<file path="src/hw/pwm_pkg.sv">
// Package with register map, field layout and sizes of the pulse generator and capture timer.
package pwm_pkg;

  // ----------------------------------------------------------------
  // Sizes
  // ----------------------------------------------------------------
  localparam int NUM_CH   = 8;
  localparam int NUM_GEN  = 4;
  localparam int CNT_W    = 16;
  localparam int PRE_W    = 8;
  localparam int DEAD_W   = 8;
  localparam int DIV_W    = 4;
  localparam int SEL_W    = 3;
  localparam int ADDR_W   = 8;
  localparam int STAT_W   = 24;

  // ----------------------------------------------------------------
  // Register byte offsets
  // ----------------------------------------------------------------
  localparam logic [ADDR_W-1:0] OFF_CTRL     = 8'h00; // pulse_control_reg
  localparam logic [ADDR_W-1:0] OFF_PRESCALE = 8'h04; // Four 8-bit prescalers.
  localparam logic [ADDR_W-1:0] OFF_CLKSEL   = 8'h08; // Eight 3-bit divider selects, one per 4-bit field.
  localparam logic [ADDR_W-1:0] OFF_DEAD     = 8'h0c; // Four 8-bit dead times.
  localparam logic [ADDR_W-1:0] OFF_PERIOD0  = 8'h10; // Period of channel 0, stride 8.
  localparam logic [ADDR_W-1:0] OFF_PER_END  = 8'h50; // First offset past the period area.
  localparam logic [ADDR_W-1:0] OFF_CAPCTL01 = 8'h50; // capture_control_ch01
  localparam logic [ADDR_W-1:0] OFF_CAPCTL23 = 8'h54; // capture_control_ch23
  localparam logic [ADDR_W-1:0] OFF_STATUS   = 8'h58; // pulse_irq_indication
  localparam logic [ADDR_W-1:0] OFF_MASK     = 8'h5c; // Interrupt mask.
  localparam logic [ADDR_W-1:0] OFF_LATCH0   = 8'h60; // capture_latch_pair of channel 0.
  localparam logic [ADDR_W-1:0] OFF_LAT_END  = 8'h80;
  localparam int                CH_SHIFT     = 3;     // Period/compare stride is 8 bytes.
  localparam int                CMP_BIT      = 2;     // Address bit picking compare over period.
  localparam int                LAT_SHIFT    = 2;

  // ----------------------------------------------------------------
  // Field positions
  // ----------------------------------------------------------------
  localparam int CTRL_DZ_LSB   = 4;  // pair01_deadzone_enable and the three further pairs.
  localparam int CTRL_RUN_LSB  = 8;
  localparam int CTRL_AUTO_LSB = 16;
  localparam int SEL_STRIDE    = 4;
  localparam int CAP_EN_BIT    = 0;
  localparam int CAP_RIE_BIT   = 1;
  localparam int CAP_FIE_BIT   = 2;
  localparam int CAP_ODD_SH    = 16; // Odd channel of a pair sits 16 bits up.
  localparam int CAP_GRP_SH    = 8;  // Second group of four sits 8 bits up.
  localparam int ST_ZERO_LSB   = 0;
  localparam int ST_RISE_LSB   = 8;
  localparam int ST_FALL_LSB   = 16;

  // ----------------------------------------------------------------
  // Divider selects
  // ----------------------------------------------------------------
  localparam logic [SEL_W-1:0] DIV_MAX_SEL = 3'h4; // Divide by 16.

endpackage : pwm_pkg

</file>
<file path="src/hw/pwm_gen_capture_timer.sv">
// Eight-channel pulse generator with dead-zone pairs and input capture, AHB-Lite slave.
//
// Functional notes
// Four generators of two channels give eight outputs or four complementary pairs.
// Each generator has 8-bit prescaler, per-channel divider by 1, 2, 4, 8 or 16.
// Each channel has a 16-bit period down counter and 16-bit duty comparator.
// Each channel sets its own flag when its period counter reaches zero.
// Interrupt raised only for a set flag whose enable bit is set.
// Auto-reload mode reloads period at zero and keeps counting down.
// One-shot mode halts at zero after one flag, one output cycle.
// Pair 0/1 enable at control bit 4 drives both from channel 0 timer.
// Pairs 2/3, 4/5, 6/7 use timers and dead-zones 2, 4, 6.
// Period and compare writes go to buffers, loaded when counter reaches zero.
// Output goes high when counter equals compare value.
// Capture enable turns the pin to input using the same-index timer.
// Rising edges latch counter into rising latch, falling edges into falling latch.
// Per channel rising and falling interrupt enables select which edges interrupt.
// A capture interrupt reloads that channel's counter at that moment.
// Software configures the timer before enabling capture.
// Writing one to a flag clears it; software reads flags and latches first.
// Complementary odd output inverts even; each rising edge delayed by dead time.
`timescale 1ns/1ps
`default_nettype none

module pwm_gen_capture_timer
  import pwm_pkg::*;
(
  input  wire logic               hclk,
  input  wire logic               hresetn,
  input  wire logic               hsel,
  input  wire logic [31:0]        haddr,
  input  wire logic [1:0]         htrans,
  input  wire logic               hwrite,
  input  wire logic [2:0]         hsize,
  input  wire logic [31:0]        hwdata,
  input  wire logic               hready,
  output logic                    hreadyout,
  output logic                    hresp,
  output logic [31:0]             hrdata,
  input  wire logic [NUM_CH-1:0]  capture_in,
  output logic [NUM_CH-1:0]       pulse_outputs_0_to_7,
  output logic [NUM_CH-1:0]       pulse_oe_n,
  output logic                    irq
);

  // ----------------------------------------------------------------
  // State
  // ----------------------------------------------------------------
  typedef struct packed {
    logic [NUM_GEN-1:0]                dz_en;
    logic [NUM_CH-1:0]                 run;
    logic [NUM_CH-1:0]                 auto_reload;
    logic [NUM_GEN-1:0][PRE_W-1:0]     prescale;
    logic [NUM_CH-1:0][SEL_W-1:0]      clk_sel;
    logic [NUM_GEN-1:0][DEAD_W-1:0]    dead;
    logic [NUM_CH-1:0][CNT_W-1:0]      period_buf;
    logic [NUM_CH-1:0][CNT_W-1:0]      cmp_buf;
    logic [NUM_CH-1:0][CNT_W-1:0]      period_reload_value;
    logic [NUM_CH-1:0][CNT_W-1:0]      cmp_act;
    logic [NUM_CH-1:0][CNT_W-1:0]      cnt;
    logic [NUM_CH-1:0]                 armed;
    logic [NUM_CH-1:0]                 halted;
    logic [NUM_CH-1:0]                 raw;
    logic [NUM_GEN-1:0][PRE_W-1:0]     pre_cnt;
    logic [NUM_GEN-1:0][DIV_W-1:0]     div_cnt;
    logic [NUM_CH-1:0][2:0]            cap_ctrl;
    logic [NUM_CH-1:0][CNT_W-1:0]      rising_capture_latch;
    logic [NUM_CH-1:0][CNT_W-1:0]      falling_capture_latch;
    logic [NUM_CH-1:0]                 sync1;
    logic [NUM_CH-1:0]                 sync2;
    logic [NUM_CH-1:0]                 sync3;
    logic [NUM_CH-1:0]                 cap_lvl;
    logic [STAT_W-1:0]                 status;
    logic [STAT_W-1:0]                 mask;
    logic [NUM_GEN-1:0][DEAD_W-1:0]    dz_cnt;
    logic [NUM_GEN-1:0]                dz_prev;
    logic [NUM_CH-1:0]                 pin_out;
    logic                              ap_valid;
    logic                              ap_write;
    logic [ADDR_W-1:0]                 ap_addr;
    logic                              rd_pend;
    logic [31:0]                       rdata;
  } state_s;

  state_s cur;
  state_s next_s;

  // ----------------------------------------------------------------
  // Next-state logic
  // ----------------------------------------------------------------

  // All channel, capture, dead-zone and bus behaviour in one pass.
  always_comb begin
    logic [NUM_GEN-1:0]  pre_tick;
    logic [NUM_CH-1:0]   ch_tick;
    logic [NUM_CH-1:0]   cap_evt;
    logic [NUM_CH-1:0]   rise;
    logic [NUM_CH-1:0]   fall;
    logic [STAT_W-1:0]   set_flags;
    logic [STAT_W-1:0]   clr_flags;
    logic [4:0]          dmask;
    logic [SEL_W-1:0]    sel;
    logic                wr;
    logic [ADDR_W-1:0]   a;
    logic [2:0]          pch;
    logic [2:0]          lch;
    logic [31:0]         rd_word;
    logic                base;
    int                  bit_pos;
    pre_tick  = '0;
    ch_tick   = '0;
    cap_evt   = '0;
    rise      = '0;
    fall      = '0;
    set_flags = '0;
    clr_flags = '0;
    dmask     = '0;
    sel       = '0;
    rd_word   = '0;
    base      = 1'b0;
    bit_pos   = 0;
    next_s    = cur;
    a         = cur.ap_addr;
    wr        = cur.ap_valid && cur.ap_write;
    pch       = 3'((a - OFF_PERIOD0) >> CH_SHIFT);
    lch       = 3'((a - OFF_LATCH0) >> LAT_SHIFT);

    // Prescaler divides by value plus one, then the per-generator divide chain counts.
    for (int g = 0; g < NUM_GEN; g++) begin
      if (cur.pre_cnt[g] == '0) begin
        pre_tick[g]       = 1'b1;
        next_s.pre_cnt[g] = cur.prescale[g];
        next_s.div_cnt[g] = cur.div_cnt[g] + 4'h1;
      end else begin
        next_s.pre_cnt[g] = cur.pre_cnt[g] - 8'h01;
      end
    end

    // Divider select per channel picks a tick once every 1, 2, 4, 8 or 16 prescaler ticks.
    for (int c = 0; c < NUM_CH; c++) begin
      sel   = (cur.clk_sel[c] > DIV_MAX_SEL) ? DIV_MAX_SEL : cur.clk_sel[c];
      dmask = (5'h01 << sel) - 5'h01;
      ch_tick[c] = pre_tick[c/2] &&
                   ((cur.div_cnt[c/2] & dmask[3:0]) == dmask[3:0]);
    end

    // Capture pins pass three flops; an edge counts once the last two agree on a change.
    next_s.sync1 = capture_in;
    next_s.sync2 = cur.sync1;
    next_s.sync3 = cur.sync2;
    for (int c = 0; c < NUM_CH; c++) begin
      // The accepted level follows the pin only while the last two stages agree.
      if (cur.sync2[c] == cur.sync3[c]) begin
        next_s.cap_lvl[c] = cur.sync3[c];
      end
      if (cur.cap_ctrl[c][CAP_EN_BIT]) begin
        rise[c] = (cur.sync2[c] == cur.sync3[c]) && cur.sync3[c] && !cur.cap_lvl[c];
        fall[c] = (cur.sync2[c] == cur.sync3[c]) && !cur.sync3[c] && cur.cap_lvl[c];
        if (rise[c]) begin
          next_s.rising_capture_latch[c] = cur.cnt[c];
        end
        if (fall[c]) begin
          next_s.falling_capture_latch[c] = cur.cnt[c];
        end
        // Only enabled edges raise a flag.
        cap_evt[c] = (rise[c] && cur.cap_ctrl[c][CAP_RIE_BIT]) ||
                     (fall[c] && cur.cap_ctrl[c][CAP_FIE_BIT]);
        set_flags[ST_RISE_LSB + c] = rise[c] && cur.cap_ctrl[c][CAP_RIE_BIT];
        set_flags[ST_FALL_LSB + c] = fall[c] && cur.cap_ctrl[c][CAP_FIE_BIT];
      end
    end

    // Period counters, double-buffered period and compare, and raw waveform.
    for (int c = 0; c < NUM_CH; c++) begin
      if (!cur.run[c]) begin
        next_s.armed[c]  = 1'b0;
        next_s.halted[c] = 1'b0;
        next_s.raw[c]    = 1'b0;
        next_s.cnt[c]    = '0;
      end else if (!cur.armed[c]) begin
        next_s.armed[c]               = 1'b1;
        next_s.cnt[c]                 = cur.period_buf[c];
        next_s.period_reload_value[c] = cur.period_buf[c];
        next_s.cmp_act[c]             = cur.cmp_buf[c];
      end else if (cap_evt[c]) begin
        next_s.cnt[c] = cur.period_reload_value[c];
      end else if (ch_tick[c] && !cur.halted[c]) begin
        if (cur.cnt[c] == '0) begin
          set_flags[ST_ZERO_LSB + c]    = 1'b1;
          next_s.period_reload_value[c] = cur.period_buf[c];
          next_s.cmp_act[c]             = cur.cmp_buf[c];
          next_s.raw[c]                 = 1'b0;
          if (cur.auto_reload[c]) begin
            next_s.cnt[c] = cur.period_buf[c];
          end else begin
            next_s.halted[c] = 1'b1;
          end
        end else begin
          if (cur.cnt[c] == cur.cmp_act[c]) begin
            next_s.raw[c] = 1'b1;
          end
          next_s.cnt[c] = cur.cnt[c] - 16'h0001;
        end
      end
    end

    // Pin drive: independent channels, or pairs with dead time from the even channel.
    for (int p = 0; p < NUM_GEN; p++) begin
      base = cur.raw[2*p];
      next_s.dz_prev[p] = base;
      if (cur.dz_en[p]) begin
        if (base != cur.dz_prev[p]) begin
          next_s.dz_cnt[p]      = cur.dead[p];
          next_s.pin_out[2*p]   = 1'b0;
          next_s.pin_out[2*p+1] = 1'b0;
        end else if (cur.dz_cnt[p] != '0) begin
          next_s.dz_cnt[p] = cur.dz_cnt[p] - 8'h01;
        end else begin
          next_s.pin_out[2*p]   = base;
          next_s.pin_out[2*p+1] = !base;
        end
      end else begin
        next_s.dz_cnt[p]      = '0;
        next_s.pin_out[2*p]   = cur.raw[2*p];
        next_s.pin_out[2*p+1] = cur.raw[2*p+1];
      end
    end

    // Register writes in the data phase; address phase was registered earlier.
    if (wr) begin
      unique case (a)
        OFF_CTRL: begin
          next_s.dz_en       = hwdata[CTRL_DZ_LSB +: NUM_GEN];
          next_s.run         = hwdata[CTRL_RUN_LSB +: NUM_CH];
          next_s.auto_reload = hwdata[CTRL_AUTO_LSB +: NUM_CH];
        end
        OFF_PRESCALE: next_s.prescale = hwdata;
        OFF_CLKSEL: begin
          for (int c = 0; c < NUM_CH; c++) begin
            next_s.clk_sel[c] = hwdata[c*SEL_STRIDE +: SEL_W];
          end
        end
        OFF_DEAD: next_s.dead = hwdata;
        OFF_CAPCTL01, OFF_CAPCTL23: begin
          for (int c = 0; c < NUM_CH; c++) begin
            bit_pos = (c % 2) * CAP_ODD_SH + (c / 4) * CAP_GRP_SH;
            if (((c / 2) % 2) == int'(a == OFF_CAPCTL23)) begin
              next_s.cap_ctrl[c] = hwdata[bit_pos +: 3];
            end
          end
        end
        OFF_STATUS: clr_flags = hwdata[STAT_W-1:0];
        OFF_MASK: next_s.mask = hwdata[STAT_W-1:0];
        default: begin
          if (a >= OFF_PERIOD0 && a < OFF_PER_END) begin
            if (a[CMP_BIT]) begin
              next_s.cmp_buf[pch] = hwdata[CNT_W-1:0];
            end else begin
              next_s.period_buf[pch] = hwdata[CNT_W-1:0];
            end
          end
        end
      endcase
    end

    // Sticky flags: a new event wins over a clear in the same cycle.
    next_s.status = (cur.status & ~clr_flags) | set_flags;

    // Read multiplexer; unmapped offsets read as zero.
    unique case (a)
      OFF_CTRL: begin
        rd_word[CTRL_DZ_LSB +: NUM_GEN]  = cur.dz_en;
        rd_word[CTRL_RUN_LSB +: NUM_CH]  = cur.run;
        rd_word[CTRL_AUTO_LSB +: NUM_CH] = cur.auto_reload;
      end
      OFF_PRESCALE: rd_word = cur.prescale;
      OFF_CLKSEL: begin
        for (int c = 0; c < NUM_CH; c++) begin
          rd_word[c*SEL_STRIDE +: SEL_W] = cur.clk_sel[c];
        end
      end
      OFF_DEAD: rd_word = cur.dead;
      OFF_CAPCTL01, OFF_CAPCTL23: begin
        for (int c = 0; c < NUM_CH; c++) begin
          bit_pos = (c % 2) * CAP_ODD_SH + (c / 4) * CAP_GRP_SH;
          if (((c / 2) % 2) == int'(a == OFF_CAPCTL23)) begin
            rd_word[bit_pos +: 3] = cur.cap_ctrl[c];
          end
        end
      end
      OFF_STATUS: rd_word[STAT_W-1:0] = cur.status;
      OFF_MASK: rd_word[STAT_W-1:0] = cur.mask;
      default: begin
        if (a >= OFF_PERIOD0 && a < OFF_PER_END) begin
          rd_word[CNT_W-1:0] = a[CMP_BIT] ? cur.cmp_buf[pch] : cur.period_buf[pch];
        end else if (a >= OFF_LATCH0 && a < OFF_LAT_END) begin
          rd_word = {cur.falling_capture_latch[lch], cur.rising_capture_latch[lch]};
        end
      end
    endcase

    // Reads take one wait cycle so the word is registered and any prior write has landed.
    if (cur.rd_pend) begin
      next_s.rdata   = rd_word;
      next_s.rd_pend = 1'b0;
    end
    if (hready) begin
      next_s.ap_valid = hsel && htrans[1];
      next_s.ap_write = hwrite;
      next_s.ap_addr  = haddr[ADDR_W-1:0];
      next_s.rd_pend  = hsel && htrans[1] && !hwrite;
    end
  end

  // ----------------------------------------------------------------
  // State register
  // ----------------------------------------------------------------

  // Whole state resets to zero: channels stopped, pins driven low, flags clear.
  always_ff @(posedge hclk or negedge hresetn) begin
    if (!hresetn) begin
      cur <= '0;
    end else begin
      cur <= next_s;
    end
  end

  // ----------------------------------------------------------------
  // Outputs
  // ----------------------------------------------------------------

  // A channel in capture mode releases its pin; the interrupt follows unmasked flags.
  always_comb begin
    for (int c = 0; c < NUM_CH; c++) begin
      pulse_oe_n[c]           = cur.cap_ctrl[c][CAP_EN_BIT];
      pulse_outputs_0_to_7[c] = cur.pin_out[c] && !cur.cap_ctrl[c][CAP_EN_BIT];
    end
  end

  assign irq       = |(cur.status & cur.mask);
  assign hreadyout = !cur.rd_pend;
  assign hresp     = 1'b0;
  assign hrdata    = cur.rdata;

endmodule : pwm_gen_capture_timer

`default_nettype wire

</file>
<file path="config.mk">
export PLATFORM = sky130hd
export DESIGN_NAME = pwm_gen_capture_timer
export DESIGN_NICKNAME = d
export VERILOG_FILES = /design/src/hw/pwm_pkg.sv /design/src/hw/pwm_gen_capture_timer.sv
export SDC_FILE = /design/constraint.sdc
export NUM_CORES = 2
export LEC_CHECK = 0
export BUFFER_PORTS_ARGS = -buffer_cell sky130_fd_sc_hd__buf_2
export CAP_MARGIN = 20
export CORE_MARGIN = 2
export CORE_UTILIZATION = 40
export CTS_CLUSTER_DIAMETER = 50
export DETAILED_ROUTE_END_ITERATION = 8
export HOLD_SLACK_MARGIN = 0.05
export MAX_ROUTING_LAYER = met4
export SYNTH_ARGS = -nofsm -noshare
export SYNTH_HDL_FRONTEND = slang
export SYNTH_SLANG_ARGS = --single-unit
</file>
<file path="constraint.sdc">
create_clock -name hclk -period 7.8 [get_ports hclk]
set_clock_uncertainty 0.05 [all_clocks]
set_input_delay 0.39 -clock hclk [delete_from_list [all_inputs] [get_ports hclk]]
set_output_delay 0.39 -clock hclk [all_outputs]
set_load 0.01 [all_outputs]
</file>
; ---- Word level (Yosys, flattened, before mapping)
; Cells that the tools add are included.
[totals]
inputBits = 82
output_inout_bits = 51
wordCells = 899
ff_bits = 1267
[classes]
add_sub_neg = 30
bitwise = 15
n_lt_le_gt_ge = 15
n_eq_ne = 131
n_shift = 8
n_reduce_logical = 206
n_mux = 359
[op_table]
columns = operator, n
row1 = $mux W16, 120
row2 = $bwmux W128, 2
row3 = $bmux W16 S3, 4
row4 = $mux W1, 173
row5 = $eq A16 B16 Y1, 8
row6 = $logic_not A16 Y1, 8
row7 = $mux W8, 16
row8 = $sub A16 B1 Y16 const B, 8
row9 = $pmux W3 S7, 6
row10 = $logic_and A1 B1 Y1, 78
row11 = $reduce_and A4 Y1, 18
row12 = $ne A2 B1 Y1 const B, 32
row13 = $ne A2 B2 Y1 const B, 32
row14 = $sub A8 B1 Y8 const B, 8
row15 = $reduce_and A2 Y1, 29
row16 = $and A24 B24 Y24, 2
row17 = $demux W16 S3, 1
row18 = $mux W24, 2
row19 = $logic_not A8 Y1, 5
row20 = $ne A5 B5 Y1 const B, 8
row21 = $reduce_and A5 Y1, 8
row22 = $logic_not A1 Y1, 38
row23 = $mux W3, 12
row24 = $ne A3 B1 Y1 const B, 12
row25 = other kinds (41), 134

; ---- Longest topological paths before layout
[depth]
depth_word = 13
mapped_depth = 14
depth_no_buf = 8

; ---- Least setup slack after synthesis
; Ideal clock, no wire load.
[synth_path]
path_type = register to register
startpoint = register cur[37] (netlist name)
endpoint = register cur[972] (netlist name)
t_required_ns = 7.625
synth_period_minus_slack_ns = 3.964
n_path_buf = 5
t_arrival_ns = 3.790
setup_time_ns = 0.125
stages_incl_launch_ff = 13
slack_ns = 3.836
path_cell_list = dfrtp_1 -> buf_1 -> clkinv_1 -> clkbuf_1 -> clkbuf_1 -> ha_1 -> nand2b_1 -> a211oi_1 -> nor4b_1 -> clkbuf_1 -> nand4b_1 -> clkbuf_1 -> mux2_2
[synth_via]
elab_chain_len = 6
elab_cells_between_ends = 21
classes_between = add/sub: 1 / order compare: 4 / eq/ne: 7 / mux: 3 / bitwise: 1 / reduce/logical: 5
[synth_rtl]
columns = item, line
row1 = from (decl), pwm_gen_capture_timer.sv:85  ; state_s cur;
row2 = from (signal assigned), pwm_gen_capture_timer.sv:324  ; cur <= next_s;
row3 = $sub A6 B5 Y6, pwm_gen_capture_timer.sv:125  ; pch = 3'((a - OFF_PERIOD0) >> CH_SHIFT);
row4 = $lt A3 B4 Y1 (implied by the code) / $ge A3 B1 Y1 (equally long branches), pwm_gen_capture_timer.sv:257  ; next_s.cmp_buf[pch] = hwdata[CNT_W-1:0];
row5 = $logic_and A1 B1 Y1 (implied by the code), pwm_gen_capture_timer.sv:257
row6 = $mux W16 (implied by the code), pwm_gen_capture_timer.sv:257
row7 = $demux W16 S3, pwm_gen_capture_timer.sv:257
row8 = $bwmux W128, pwm_gen_capture_timer.sv:257
; Parallel ways exist; a longest one is shown, timed or not.
; A chain may end at the register's enable or synchronous reset.

; ---- Worst setup path after layout
[layout_path]
startpoint = register cur[35] (netlist name)
endpoint = register cur (netlist bit hrdata[9])
[layout_via]
elab_chain_len = 6
elab_cells_between_ends = 28
classes_between = add/sub: 2 / order compare: 4 / eq/ne: 7 / mux: 11 / reduce/logical: 4
[layout_rtl]
columns = item, line
row1 = $sub A6 B5 Y6 / $sub A5 B1 Y5 (equally long branches), "pwm_gen_capture_timer.sv:125, pwm_gen_capture_timer.sv:126"
row2 = "$bmux W16 S3, on equally long branches", "pwm_gen_capture_timer.sv:295, pwm_gen_capture_timer.sv:297"
row3 = "$mux W16, on equally long branches", "pwm_gen_capture_timer.sv:295, pwm_gen_capture_timer.sv:297"
row4 = $mux W16 / $mux W32 (equally long branches), "pwm_gen_capture_timer.sv:295, pwm_gen_capture_timer.sv:296"
row5 = $mux W16, pwm_gen_capture_timer.sv:294  ; if (a >= OFF_PERIOD0 && a < OFF_PER_END) begin
row6 = $pmux W3 S7 *, pwm_gen_capture_timer.sv:270  ; unique case (a)
; Mark *: on every way between the ends. The rest lies on a longest branch, timed or not. The select of a mux whose other input is x is not followed.

==> summary.md <==
| Metric | Value |
|---|---|
| Syn Area/Cell | `~11 um2` |
| Top post-synthesis cells by area | `dfrtp_1 50%, mux2_2 13%, nand2_1 4.9%` |
| Critical Path AT | `roughly 5200 ps` |
| Final nets | `5843` |
| Gr ovfl total | `0` |
| Mapped Nets | `just under 6000` |
| Core area | `around 160000 um2` |
| Synth Instances | `~5800` |
| CTS resizes | `0` |
| Final Setup Violations | `0` |
| Routed len/inst | `slightly below 30 um` |
| Ys Warns | `0` |
| Synthesis-to-finish area growth | `12.4%` |
| Clk root buf | `clkbuf_16` |
| Number of global-route vias before repair | `around 46000` |
| Final wirelength | `between 200000 and 250000 um` |
| Clk_lat worst skew | `roughly 800 ps` |
| CTS tree | `yes` |
| Vias per inst | `6.10` |
| Placer Congestion | `between 0.9 and 1` |
| Synth Register Bits | `~1300` |
| Fin crit period | `between 4000 and 5000 ps` |
| CTS hold repair buffers | `48` |
| Async set or reset register ratio after synthesis | `1.00` |
| Die width | `between 400 and 500 um` |
| Power per cell area | `about 260 nW/um2` |
| DPL Wire Length | `162000 um` |
| P_leak | `between 30 and 40 nW` |
| Rel. slew slack | `0.185` |
| Initial antenna violation count | `26` |
| I/O pins | `between 100 and 150` |
| Status | `finished clean` |
| Final Instance Area | `~70000 um2` |
| Synth unique cells | `87` |
| Worst Path Max Fanout | `42` |
| Top FF cell, synth | `dfrtp_1` |
| H-tree levels | `4` |
| Fin util | `0.453` |
| Peak supply drop | `about 0.00024 V` |
| Global-route wire length before repair | `333000 um` |
| Req. time, crit path | `8420 ps` |
| DRC errors left | `0` |
| Routed Antenna Nets | `0` |
| Setup TNS | `0 ps` |
| Gr usage total | `0.291` |
| DIE AREA | `roughly 160000 um2` |
| CP Launch Type | `flip-flop` |
| Sequential standard cell area | `31700 um2` |
| MaxCap Viol Count | `0` |
| Die extent in y | `between 400 and 500 um` |
| List of most frequent post-synthesis cells | `1267 x dfrtp_1, 819 x nand2_1, 704 x mux2_2` |
| CTS buffer count | `150` |
| Clock Path Buffers | `3` |
| Least-Margin Pin Slew | `roughly 1200 ps` |
| Setup bufs post-CTS | `0` |
| Max Slew Vio Count | `0` |
| Clock-pin slew on the worst setup and hold paths | `60 ps` |
| Fill cells | `approximately 15000` |
| Hold Path Class | `in -> async` |
| FP Rows | `roughly 150` |
| Max Freq | `218 MHz` |
| Layout cells sized above 1 | `0.235` |
| Most frequent cell after synthesis | `dfrtp_1` |
| EDFF count, synth | `0` |
| First-pass detailed-route iteration total | `6` |
| Largest net degree at the start of global routing | `between 150 and 200` |
| Final Cycle Share | `0.588` |
| Number of port buffers | `around 100` |
| Vias post-DR | `a little under 50000` |
| Cell Area, Synth | `63000 um2` |
| RSZ-0062 raised after global routing | `false` |
| Final hold vios | `0` |
| Initial Utilization | `0.403` |
| Area of the multi-input gates | `28900 um2` |
| Num Clock Sinks | `roughly 1300` |
| Area leader, netlist | `dfrtp_1` |
| Synth top area share | `0.503` |
| Worst setup EP type | `flip-flop` |
| Placement Cell Area | `around 65000 um2` |
| Placed insts | `roughly 7600` |
| Crit Path Category | `reg -> reg` |
| Iteration-0 DRC Markers | `between 6000 and 7000` |
| Post-route insts no fill | `just under 8000` |
| Sequential fraction of the synthesis area | `0.503` |
## layout make-up
type	instances	area share
Antenna cell	17	0.000601
Tap cell	2058	0.0364
Clock buffer	201	0.0595
Inverter	130	0.00689
Clock inverter	71	0.0123
Sequential cell	1267	0.448
Multi-Input combinational cell	3892	0.408
Timing Repair Buffer	258	0.0282
## routing by layer
metal | share of wire | wire length, um | global-route usage | vias to the layer above
met5 | 0 | 0 | - | -
met3 | 0.090 | 20600 | 0.0554 | 421
met4 | 0.048 | 11000 | 0.129 | 0
met1 | 0.42 | 97100 | 0.399 | 25000
li1 | - | - | - | 20500
met2 | 0.44 | 101000 | 0.419 | 2178
## final timing paths
path,startpoint,endpoint,slack (ps),depth (start not counted)
max,cur[35],hrdata[9],3210,8
min,hresetn,cur[898],150,2
max reg2reg,cur[35],hrdata[9],3210,8
min reg2reg,cur[165],cur[157],300,0
max in group asynchronous,hresetn,cur[784],5400,4
min in group hclk,hwdata[0],cur[1047],180,3
## flip-flops by register name, indices dropped and copies added (netlist names)
signal      count
hrdata         32
cur          1227
pulse_oe_n      8
## critical path: stages (launching register included)
cell and delay (ps):
dfrtp_4 770, buf_4 700, buf_4 670, mux4_2 450, nor2b_1 150, a211oi_1 960, a21oi_1 90, a21oi_1 400
nor3_1 110
## through the flow
step	hold slack, ps	total power, W	worst slack, ps
floorplan	44.4	0.00998	3840
global placement	285	0.0112	3330
detailed placement	287	0.0113	3310
CTS	133	0.0186	3310
global route	174	0.0192	3030
finish	145	0.0185	3210
## cell usage in the layout (no fill, tap or decap), types with 19 or more instances in the layout
cell           count
ha_1              62
a21oi_1          203
mux2_4            30
clkbuf_16        154
nor4_1            73
nand4_1           44
dlygate4sd3_1     48
mux4_2           132
a211oi_1          28
xor2_1           140
nand2b_1          24
buf_4             93
a221oi_1          35
or3_1             22
inv_1            128
nand3_1           92
a31oi_1           42
and2_1            22
a22o_1            31
mux2i_1           56
and3_1            20
a32o_1            19
dfrtp_1         1263
o2bb2ai_1         39
mux2_2           704
nand2_1          819
o31ai_1           26
nor3_1           118
o21ai_0          288
buf_2            103
o22ai_1           27
xnor2_1           85
clkbuf_1          29
nor2_1           304
a22oi_1           89
nor2b_1           33
## power by group
group          internal (W)  switching [W]
Clock               0.00429        0.00298
Combinational       0.00127        0.00162
Sequential          0.00729        0.00109
Total                0.0129        0.00569
## cell families after synthesis
family | after synthesis | share of synthesized area
mux | 922 | 0.189
other cells | 1 | 0.0000595
xor+xnor | 225 | 0.0313
buf+inv | 594 | 0.0390
fa+ha+maj | 62 | 0.0123
compound gates | 1002 | 0.104
simple gates | 1680 | 0.121
flops | 1267 | 0.503
Power figures use the tool's default switching activity.
